File: config.mk
export PLATFORM = sky130hd
export DESIGN_NAME = ppm_top
export DESIGN_NICKNAME = d
export VERILOG_FILES = /design/src/ppm_pkg.sv /design/src/ppm_ctrl_if.sv /design/src/ppm_mux.sv /design/src/ppm_regs.sv /design/src/ppm_top.sv
export SDC_FILE = /design/constraint.sdc
export NUM_CORES = 1
export LEC_CHECK = 0
export BUFFER_PORTS_ARGS = -buffer_cell sky130_fd_sc_hd__buf_2
export CAP_MARGIN = 5
export CORE_MARGIN = 2
export CORE_UTILIZATION = 41
export CTS_BUF_LIST = sky130_fd_sc_hd__clkbuf_16
export DETAILED_ROUTE_END_ITERATION = 8
export GPL_TIMING_DRIVEN = 1
export HOLD_SLACK_MARGIN = 0.06
export PLACE_DENSITY = 0.86
export SLEW_MARGIN = 20
export SYNTH_ARGS = -nofsm -noshare
export SYNTH_HDL_FRONTEND = slang
export SYNTH_SLANG_ARGS = --single-unit
export TNS_END_PERCENT = 30
File: constraint.sdc
create_clock -name mclk -period 2.4 [get_ports mclk]
set_input_delay 0 -clock mclk [delete_from_list [all_inputs] [get_ports mclk]]
set_output_delay 0 -clock mclk [all_outputs]
set_load 0.005 [all_outputs]
File: src/ppm_pkg.sv
// package for the port pin function mux: control-bit positions, reset values and codes.
// assumes nothing of its surroundings beyond a single mclk domain.
package ppm_pkg;
  // control register widths and reset values
  localparam int            CTRL_W         = 8;
  localparam logic [7:0]    DIR_RST        = 8'h00;
  localparam logic [7:0]    XTAL_SEL_RST   = 8'h80;
  localparam logic [7:0]    P34SEL_RST     = 8'h00;
  localparam logic [7:0]    AE_RST         = 8'h00;
  // pin and analog-enable bit positions
  localparam int            XTAL_PIN       = 7;
  localparam int            AE_LO_P30      = 5;
  localparam int            AE_LO_P36      = 6;
  localparam int            AE_LO_P37      = 7;
  localparam int            AE_HI_P43      = 4;
  localparam int            AE_HI_P44      = 5;
  // number of port-3 and port-4 pins handled here
  localparam int            P4_PINS        = 5;
  localparam int            P3_PINS        = 8;

  // pin function chosen for reporting
  typedef enum logic [1:0]
  {
    FN_GPIO   = 2'b00,
    FN_PERIPH = 2'b01,
    FN_ANALOG = 2'b10
  } ppm_fn_t;
endpackage

File: src/ppm_ctrl_if.sv
// interface carrying the registered control bits from the register stage to the mux.
// assumes both ends share mclk.
interface ppm_ctrl_if;
  logic [7:0] p2_dir;
  logic [7:0] p2_sel;
  logic [7:0] p3_dir;
  logic [7:0] p3_sel;
  logic [7:0] p4_dir;
  logic [7:0] p4_sel;
  logic [7:0] ae_lo;
  logic [7:0] ae_hi;
  modport regs (output p2_dir, p2_sel, p3_dir, p3_sel, p4_dir, p4_sel, ae_lo, ae_hi);
  modport mux  (input  p2_dir, p2_sel, p3_dir, p3_sel, p4_dir, p4_sel, ae_lo, ae_hi);
endinterface

File: src/ppm_mux.sv
// combinational pin mux for crystal-output pin, port 3 and port-4 pins 0..4.
// assumes control bits come registered and pin inputs are already synchronised.
module ppm_mux
(
  // control bits
  ppm_ctrl_if.mux         ctrl,
  // pins
  input  wire logic       p2_7_in,
  output logic            p2_7_out,
  output logic            p2_7_oe,
  output logic            p2_7_in_en,
  input  wire logic [7:0] p3_in,
  output logic [7:0]      p3_out,
  output logic [7:0]      p3_oe,
  output logic [7:0]      p3_in_en,
  input  wire logic [4:0] p4_in,
  output logic [4:0]      p4_out,
  output logic [4:0]      p4_oe,
  output logic [4:0]      p4_in_en,
  // port output registers and inputs seen by software
  input  wire logic [7:0] p2_out_bits,
  input  wire logic [7:0] p3_out_bits,
  input  wire logic [4:0] p4_out_bits,
  output logic            p2_7_gpio_in,
  output logic [7:0]      p3_gpio_in,
  output logic [4:0]      p4_gpio_in,
  // oscillator
  input  wire logic       crystal_osc_output,
  output logic            xtal_drv_en,
  // serial units: per pin data out, drive enable, data in
  input  wire logic [5:0] ser_out,
  input  wire logic [5:0] ser_oe,
  output logic [5:0]      ser_in,
  input  wire logic       serial_a_clock_used,
  input  wire logic       serial_b_clock_used,
  output logic            serial_b_force_3wire,
  output logic            serial_a_force_3wire,
  // second timer
  input  wire logic [2:0] timer2_compare_out,
  output logic [2:0]      capture_input_a,
  output logic [1:0]      capture_input_b,
  // analog channel enables: a5 a6 a7 a12 a13
  output logic [4:0]      analog_ch_en
);
  logic [7:0] p3_ae;
  logic [4:0] p4_ae;

  always_comb
  begin
    p3_ae = 8'h00;
    p3_ae[0] = ctrl.ae_lo[ppm_pkg::AE_LO_P30];
    p3_ae[6] = ctrl.ae_lo[ppm_pkg::AE_LO_P36];
    p3_ae[7] = ctrl.ae_lo[ppm_pkg::AE_LO_P37];
    p4_ae = 5'h00;
    p4_ae[3] = ctrl.ae_hi[ppm_pkg::AE_HI_P43];
    p4_ae[4] = ctrl.ae_hi[ppm_pkg::AE_HI_P44];
  end

  assign analog_ch_en = {p4_ae[4], p4_ae[3], p3_ae[7], p3_ae[6], p3_ae[0]};

  // crystal output: select wins over direction
  always_comb
  begin
    xtal_drv_en  = ctrl.p2_sel[ppm_pkg::XTAL_PIN];
    p2_7_out     = xtal_drv_en ? crystal_osc_output : p2_out_bits[7];
    p2_7_oe      = xtal_drv_en | ctrl.p2_dir[7];
    p2_7_in_en   = 1'b1; // input still live; a driven input draws current
    p2_7_gpio_in = p2_7_in;
  end

  // port 3: analog over select over gpio
  for (genvar g = 0; g < ppm_pkg::P3_PINS; g++)
  begin : g_p3
    always_comb
    begin
      p3_gpio_in[g] = p3_in[g] & ~p3_ae[g];
      if (p3_ae[g])
      begin
        p3_out[g]   = 1'b0;
        p3_oe[g]    = 1'b0;
        p3_in_en[g] = 1'b0;
      end
      else if (ctrl.p3_sel[g] && g <= 5)
      begin
        p3_out[g]   = ser_out[g];
        p3_oe[g]    = ser_oe[g];
        p3_in_en[g] = 1'b1;
      end
      else
      begin
        p3_out[g]   = p3_out_bits[g];
        p3_oe[g]    = ctrl.p3_dir[g];
        p3_in_en[g] = 1'b1;
      end
    end
  end

  always_comb
  begin
    for (int i = 0; i < 6; i++)
      ser_in[i] = p3_in[i] & ctrl.p3_sel[i] & ~p3_ae[i];
  end

  // pin 0 clock beats b slave enable; pin 3 clock beats a slave enable
  assign serial_b_force_3wire = serial_a_clock_used;
  assign serial_a_force_3wire = serial_b_clock_used;

  // port 4 pins 0..4
  for (genvar g = 0; g < ppm_pkg::P4_PINS; g++)
  begin : g_p4
    always_comb
    begin
      p4_gpio_in[g] = p4_in[g] & ~p4_ae[g];
      if (p4_ae[g])
      begin
        p4_out[g]   = 1'b0;
        p4_oe[g]    = 1'b0;
        p4_in_en[g] = 1'b0;
      end
      else if (ctrl.p4_sel[g])
      begin
        p4_out[g]   = timer2_compare_out[g % 3];
        p4_oe[g]    = ctrl.p4_dir[g];
        p4_in_en[g] = 1'b1;
      end
      else
      begin
        p4_out[g]   = p4_out_bits[g];
        p4_oe[g]    = ctrl.p4_dir[g];
        p4_in_en[g] = 1'b1;
      end
    end
  end

  always_comb
  begin
    for (int i = 0; i < 3; i++)
      capture_input_a[i] = p4_in[i] & ctrl.p4_sel[i] & ~ctrl.p4_dir[i];
    for (int i = 0; i < 2; i++)
      capture_input_b[i] = p4_in[i+3] & ctrl.p4_sel[i+3] & ~ctrl.p4_dir[i+3] & ~p4_ae[i+3];
  end
endmodule

File: src/ppm_regs.sv
// control-bit register stage: direction, function-select and analog-enable bits.
// assumes write strobes are synchronous to mclk and one cycle wide per write.
module ppm_regs
(
  // clock and reset
  input  wire logic       mclk,
  input  wire logic       rst,
  input  wire logic       clk_en,
  // write strobes and data
  input  wire logic [7:0] wr_en,
  input  wire logic [7:0] wr_data,
  // registered control out
  ppm_ctrl_if.regs        ctrl
);
  logic [7:0] regs_q [8];

  // reset values per register index: 0..5 ports, 6..7 analog enables
  function automatic logic [7:0] rst_val(input int idx);
    case (idx)
      1:       rst_val = ppm_pkg::XTAL_SEL_RST;
      3, 5:    rst_val = ppm_pkg::P34SEL_RST;
      6, 7:    rst_val = ppm_pkg::AE_RST;
      default: rst_val = ppm_pkg::DIR_RST;
    endcase
  endfunction

  for (genvar g = 0; g < 8; g++)
  begin : g_reg
    always_ff @(posedge mclk or posedge rst)
    begin
      if (rst)
        regs_q[g] <= rst_val(g);
      else if (clk_en && wr_en[g])
        regs_q[g] <= wr_data;
    end
  end

  assign ctrl.p2_dir = regs_q[0];
  assign ctrl.p2_sel = regs_q[1];
  assign ctrl.p3_dir = regs_q[2];
  assign ctrl.p3_sel = regs_q[3];
  assign ctrl.p4_dir = regs_q[4];
  assign ctrl.p4_sel = regs_q[5];
  assign ctrl.ae_lo  = regs_q[6];
  assign ctrl.ae_hi  = regs_q[7];
endmodule

File: src/ppm_top.sv
// top of the port pin function mux: control registers, pin synchronisers and the mux.
// assumes one mclk domain; pins are asynchronous and resynchronised here.
//
// How it works
// - after reset, port 3 and 4 pins are gpio with select and analog bits clear.
// - crystal pin select 1 drives oscillator output regardless of direction; reset default.
// - serial pins with select set follow the serial unit's direction, not port direction.
// - port-3 pins 1..5 map to serial b data, b clock/a enable, a transmit/receive.
// - pin 0: serial a clock beats b slave enable, forcing b into 3-wire.
// - pin 3: serial b clock beats a slave enable, forcing a into 3-wire.
// - analog-low bits select a5,a6,a7 on port-3 pins 0,6,7, disabling buffers.
// - analog-high bits 4,5 select a12,a13 on port-4 pins 3,4, disabling buffers.
// - port-3 pins 6,7 offer only gpio or analog.
// - port-4 pins 0..2 select: input feeds capture a, output gives compare.
// - port-4 pins 3,4 select: input feeds capture b, output gives compare 0,1.
module ppm_top
(
  // clock and reset
  input  wire logic       mclk,
  input  wire logic       rst,
  input  wire logic       clk_en,
  // control-bit writes: 0/1 p2 dir/select, 2/3 p3 dir/select, 4/5 p4 dir/select, 6/7 ae lo/hi
  input  wire logic [7:0] wr_en,
  input  wire logic [7:0] wr_data,
  // control-bit readback
  output logic [7:0]      port2_direction_bits,
  output logic [7:0]      port2_function_select_bits,
  output logic [7:0]      port3_direction_bits,
  output logic [7:0]      port3_function_select_bits,
  output logic [7:0]      port4_direction_bits,
  output logic [7:0]      port4_function_select_bits,
  output logic [7:0]      analog_enable_low,
  output logic [7:0]      analog_enable_high,
  // pins
  input  wire logic       p2_7_i,
  output logic            p2_7_o,
  output logic            p2_7_oe,
  output logic            p2_7_ie,
  input  wire logic [7:0] p3_i,
  output logic [7:0]      p3_o,
  output logic [7:0]      p3_oe,
  output logic [7:0]      p3_ie,
  input  wire logic [4:0] p4_i,
  output logic [4:0]      p4_o,
  output logic [4:0]      p4_oe,
  output logic [4:0]      p4_ie,
  // port data registers and synchronised pin reads
  input  wire logic [7:0] p2_out_bits,
  input  wire logic [7:0] p3_out_bits,
  input  wire logic [4:0] p4_out_bits,
  output logic            p2_7_gpio_in,
  output logic [7:0]      p3_gpio_in,
  output logic [4:0]      p4_gpio_in,
  // oscillator
  input  wire logic       crystal_osc_output,
  output logic            xtal_drv_en,
  // serial units, indexed by port-3 pin 0..5
  input  wire logic [5:0] ser_out,
  input  wire logic [5:0] ser_oe,
  output logic [5:0]      ser_in,
  input  wire logic       serial_a_clock_used,
  input  wire logic       serial_b_clock_used,
  output logic            serial_b_force_3wire,
  output logic            serial_a_force_3wire,
  // second timer
  input  wire logic [2:0] timer2_compare_out,
  output logic [2:0]      capture_input_a,
  output logic [1:0]      capture_input_b,
  // converter channels a5 a6 a7 a12 a13
  output logic [4:0]      analog_ch_en
);
  ppm_ctrl_if ctrl ();

  logic [13:0] pin_s1_q;
  logic [13:0] pin_s2_q;

  // two-flop synchroniser on all pin inputs; first stage feeds only the second
  always_ff @(posedge mclk or posedge rst)
  begin
    if (rst)
    begin
      pin_s1_q <= 14'h0000;
      pin_s2_q <= 14'h0000;
    end
    else if (clk_en)
    begin
      pin_s1_q <= {p2_7_i, p4_i, p3_i};
      pin_s2_q <= pin_s1_q;
    end
  end

  ppm_regs u_regs
  (
    .mclk    (mclk),
    .rst     (rst),
    .clk_en  (clk_en),
    .wr_en   (wr_en),
    .wr_data (wr_data),
    .ctrl    (ctrl)
  );

  assign port2_direction_bits       = ctrl.p2_dir;
  assign port2_function_select_bits = ctrl.p2_sel;
  assign port3_direction_bits       = ctrl.p3_dir;
  assign port3_function_select_bits = ctrl.p3_sel;
  assign port4_direction_bits       = ctrl.p4_dir;
  assign port4_function_select_bits = ctrl.p4_sel;
  assign analog_enable_low          = ctrl.ae_lo;
  assign analog_enable_high         = ctrl.ae_hi;

  // pin-facing outputs are combinational so the mux settles within the write cycle
  ppm_mux u_mux
  (
    .ctrl                 (ctrl),
    .p2_7_in              (pin_s2_q[13]),
    .p2_7_out             (p2_7_o),
    .p2_7_oe              (p2_7_oe),
    .p2_7_in_en           (p2_7_ie),
    .p3_in                (pin_s2_q[7:0]),
    .p3_out               (p3_o),
    .p3_oe                (p3_oe),
    .p3_in_en             (p3_ie),
    .p4_in                (pin_s2_q[12:8]),
    .p4_out               (p4_o),
    .p4_oe                (p4_oe),
    .p4_in_en             (p4_ie),
    .p2_out_bits          (p2_out_bits),
    .p3_out_bits          (p3_out_bits),
    .p4_out_bits          (p4_out_bits),
    .p2_7_gpio_in         (p2_7_gpio_in),
    .p3_gpio_in           (p3_gpio_in),
    .p4_gpio_in           (p4_gpio_in),
    .crystal_osc_output   (crystal_osc_output),
    .xtal_drv_en          (xtal_drv_en),
    .ser_out              (ser_out),
    .ser_oe               (ser_oe),
    .ser_in               (ser_in),
    .serial_a_clock_used  (serial_a_clock_used),
    .serial_b_clock_used  (serial_b_clock_used),
    .serial_b_force_3wire (serial_b_force_3wire),
    .serial_a_force_3wire (serial_a_force_3wire),
    .timer2_compare_out   (timer2_compare_out),
    .capture_input_a      (capture_input_a),
    .capture_input_b      (capture_input_b),
    .analog_ch_en         (analog_ch_en)
  );
endmodule

# Word level (Yosys, flattened, before mapping)
# Cells that the tools add are included.
# word_totals
ff_bits,92
input_bits,72
output_inout_bits,139
# classes
mux,33
n_bitwise,35
n_reduce_logical,8
# ops
operator,count
$mux 1,33
$and 1x1->1,24
$not 1->1,10
$logic_and 1x1->1,8
$or 1x1->1,1

# Depth between registers and ports, before layout
# depth
word_depth,3
ltp_mapped,4
ltp_nobuf,2

# Hierarchy
# A second synthesis with hierarchy kept.
# unflattened
hier_cells,281
area_unflattened_um2,4205.3
# by_module_without_submodules
module,n_inst,cells_each,area_each_um2,seq_area_each_um2
ppm_regs,1,138,2388.5,1602.8
ppm_top,1,60,1146.1,700.7
ppm_mux,1,83,670.6,0.0

# Worst setup path after synthesis
# No wires, ideal clock.
# synth_path
path_kind,register -> output
startpoint,register u_regs.regs_q (netlist bit u_regs.ctrl.p2_sel[7])
endpoint,output p2_7_o
arrival_time_ps,877
t_required_ps,2400
setup_slack_ps,1523
stages_incl_launch_ff,2
path_cell_list,dfstp_2 mux2_2
# synth_via
elab_chain_cells,1
# synth_rtl
element,line,text
start: declaration,ppm_regs.sv:15,logic [7:0] regs_q [8];
start signal: indexed assignment,ppm_regs.sv:32,regs_q[g] <= rst_val(g);
start signal: indexed assignment,ppm_regs.sv:34,regs_q[g] <= wr_data;
$mux 1,ppm_mux.sv:65,p2_7_out = xtal_drv_en ? crystal_osc_output : p2_out_bits[7];
end: declaration,ppm_top.sv:36,"output logic p2_7_o,"
# Every way passes these cells.

# Final worst setup path
# Same ends and word-level chain as after synthesis.

==> results.ini <==
[sta]
whs_ns=0.0862
fin_skew_ns=0.00514
setup_viol=0
tightest_slew_ns=0.578
hold_viol_final=0
relSlewSlack_pct=61.4
rsz0062_at_grt=false
slew_violations=0
tns_ns=0
post-route-period-util_pct=55.9
max_freq_ghz=0.746
fin_crit_ns=1.34

[pwr]
leakagePower_nw=2.77
p_per_area_nw_per_um2=746
swShare_pct=26.8
pwr-share-clk_pct=31.0
switching_power_w=0.00110
total_power_w=0.00410
power.internal_w=0.00300
p_seq_share_pct=47.4
ir_worst_vdd_v=0.000312
combPwrFrac_pct=21.6

[routing]
dr.pass1.iters=6
drc=0
wl_per_cell_um=16.1
drtIter0Drc=116
antenna_left=0
drt-total-wl_um=9940
vias=2907
vias_per_cell=4.72

[clock_tree]
htree_levels=3
ctsRootBufferMaster=clkbuf_16
cts_tree=built
cts.sink_count=92
cts_buffers=9
path_clk_slew_ns=0.07
post_cts_buffers=0
cts_hold_buf=18
ctsResizeCount=0
clock_latency_ns=0.32
cts_buffer_depth=2

[flow_run]
max_cap_viol_count=0

[global_route]
grt_max_degree=48
grt_pass1_vias=2932
grt-ovfl-total=0
grt_usage_pct=18.1
antenna_found_initial=0
grt_pass1_wl_um=15400

[synthesis]
synth_top_area_share_pct=55.2
yosysSeqAreaShare_pct=55.8
syn-cell-area_sq_um=4130
synth.ff_latch_count=92
synthDistinctLibCells=18
netlist_instances=279
avgSynthCellArea_sq_um=14.8
synth_top_cell_by_area=dfrtp_1
synth.area.top_cells=dfrtp_1, mux2_2, mux2_4
yosys_warnings=0

[critical_path]
cp_cell_sequence=mux2_2 -> buf_2
critPathBufInv=1
crit_required_ns=2.40
worstSetupStartpointType=register
crit_path_top_delay_cell=dfstp_2
endpoint_kind=primary output
worstReg2RegStart=u_regs.ctrl.ae_lo[5]$_DFFE_PP0P_
critical-path-max-stage-delay_ns=0.56
worstSetupPathType=register to primary output
cp.arrival_ns=1.34
cp_top_family=flip-flops
cp-startpoint=u_regs.ctrl.p2_sel[7]$_DFFE_PP1P_
worstPathMaxFanout=5

[floorplanning]
die_w_um=104
die-area_sq_um=10900
dieHeight_um=104
rows=36
start_util_pct=42.2
ios=211
coreArea_sq_um=9770

[run_status]
status=completed

[worst_hold_path]
hold_path.class=input pin to register
min-delay-start=wr_data[0]

[finish]
drive_gt1_share_pct=67.1
top_regs=pin_s1_q x14, pin_s2_q x14
layout_common_cells=buf_2, dfrtp_1, mux2_2
ff_latch_area_sq_um=2300
syn_to_final_growth_pct=33.3
num_antenna_cells=0
fin_util_pct=56.3
mostFrequentLayoutCell=buf_2
num-nets-final=550
fill_cells=849
multiInputGateArea_sq_um=1570

[placed_design]
gp_congestion=0.757
io_buffers=190
place_hpwl_um=7100

==> synthesized netlist by cell type (all sizes together) <==
| cell type | n |
|---|---|
| mux2 | 106 |
| nand2 | 11 |
| nor2b | 11 |
| and2 | 6 |
| or2 | 1 |
| dfstp | 1 |
| and3b | 2 |
| dfrtp | 91 |
| mux2i | 4 |
| conb | 1 |
| buf | 32 |
| nor2 | 7 |
| inv | 6 |
==> routing by layer <==
metal / vias to the layer above / GRT usage [%] / wire length, um
met5: - / 0 / 0
met1: 1449 / 22.3 / 4150
met3: 9 / 3.63 / 534
met2: 126 / 31.7 / 5150
met4: 0 / 6.37 / 100
li1: 1323 / - / -
==> layout make-up <==
cell class | instances | area share, %
clock buffer | 9 | 4.10
inverter | 6 | 0.455
sequential | 92 | 41.9
multi-input combinational | 157 | 28.6
tap | 133 | 3.03
timing repair buffer | 212 | 21.1
clock inverter | 7 | 0.819
==> power groups by stage <==
stage	clock [W]	sequential, W	combinational, W
floorplan	0	0.00195	0.000498
global placement	0	0.00195	0.000850
detailed placement	0	0.00197	0.000871
CTS	0.00130	0.00194	0.000897
global route	0.00137	0.00198	0.000963
finish	0.00127	0.00194	0.000886
==> worst paths after layout <==
path / to / slack (ns) / cells after the start
min in group asynchronous: u_regs.ctrl.p3_dir[4]$_DFFE_PP0P_ / 0.32 / 3
worst max register to register: u_regs.ctrl.ae_lo[5]$_DFFE_PP0P_ / 1.53 / 1
worst min-delay path: u_regs.ctrl.ae_lo[0]$_DFFE_PP0P_ / 0.09 / 2
worst min register to register: pin_s2_q[11]$_DFFE_PP0P_ / 0.50 / 1
max in group asynchronous: u_regs.ctrl.p2_sel[7]$_DFFE_PP1P_ / 1.39 / 4
worst max-delay path: p2_7_o / 1.06 / 2
==> through the flow <==
stage	cells	worst slack (ns)	area (sq um)
after detailed placement	582	1.01	5050
after global placement	582	1.03	5050
after CTS	616	1.04	5500
final	616	1.06	5500
after floorplan	287	0.00969	4160
after global routing	616	0.994	5500
==> cells by family (layout without fill, tap and decap cells) <==
| family | after synthesis | after routing | share of synthesized area (%) |
|---|---|---|---|
| buffers and inverters | 38 | 234 | 6.76 |
| DFF | 92 | 92 | 55.8 |
| muxes | 110 | 110 | 31.4 |
| other | 1 | 9 | 0.0909 |
| and+or+nand+nor | 38 | 38 | 5.95 |
(Power assumes the default switching activity.)
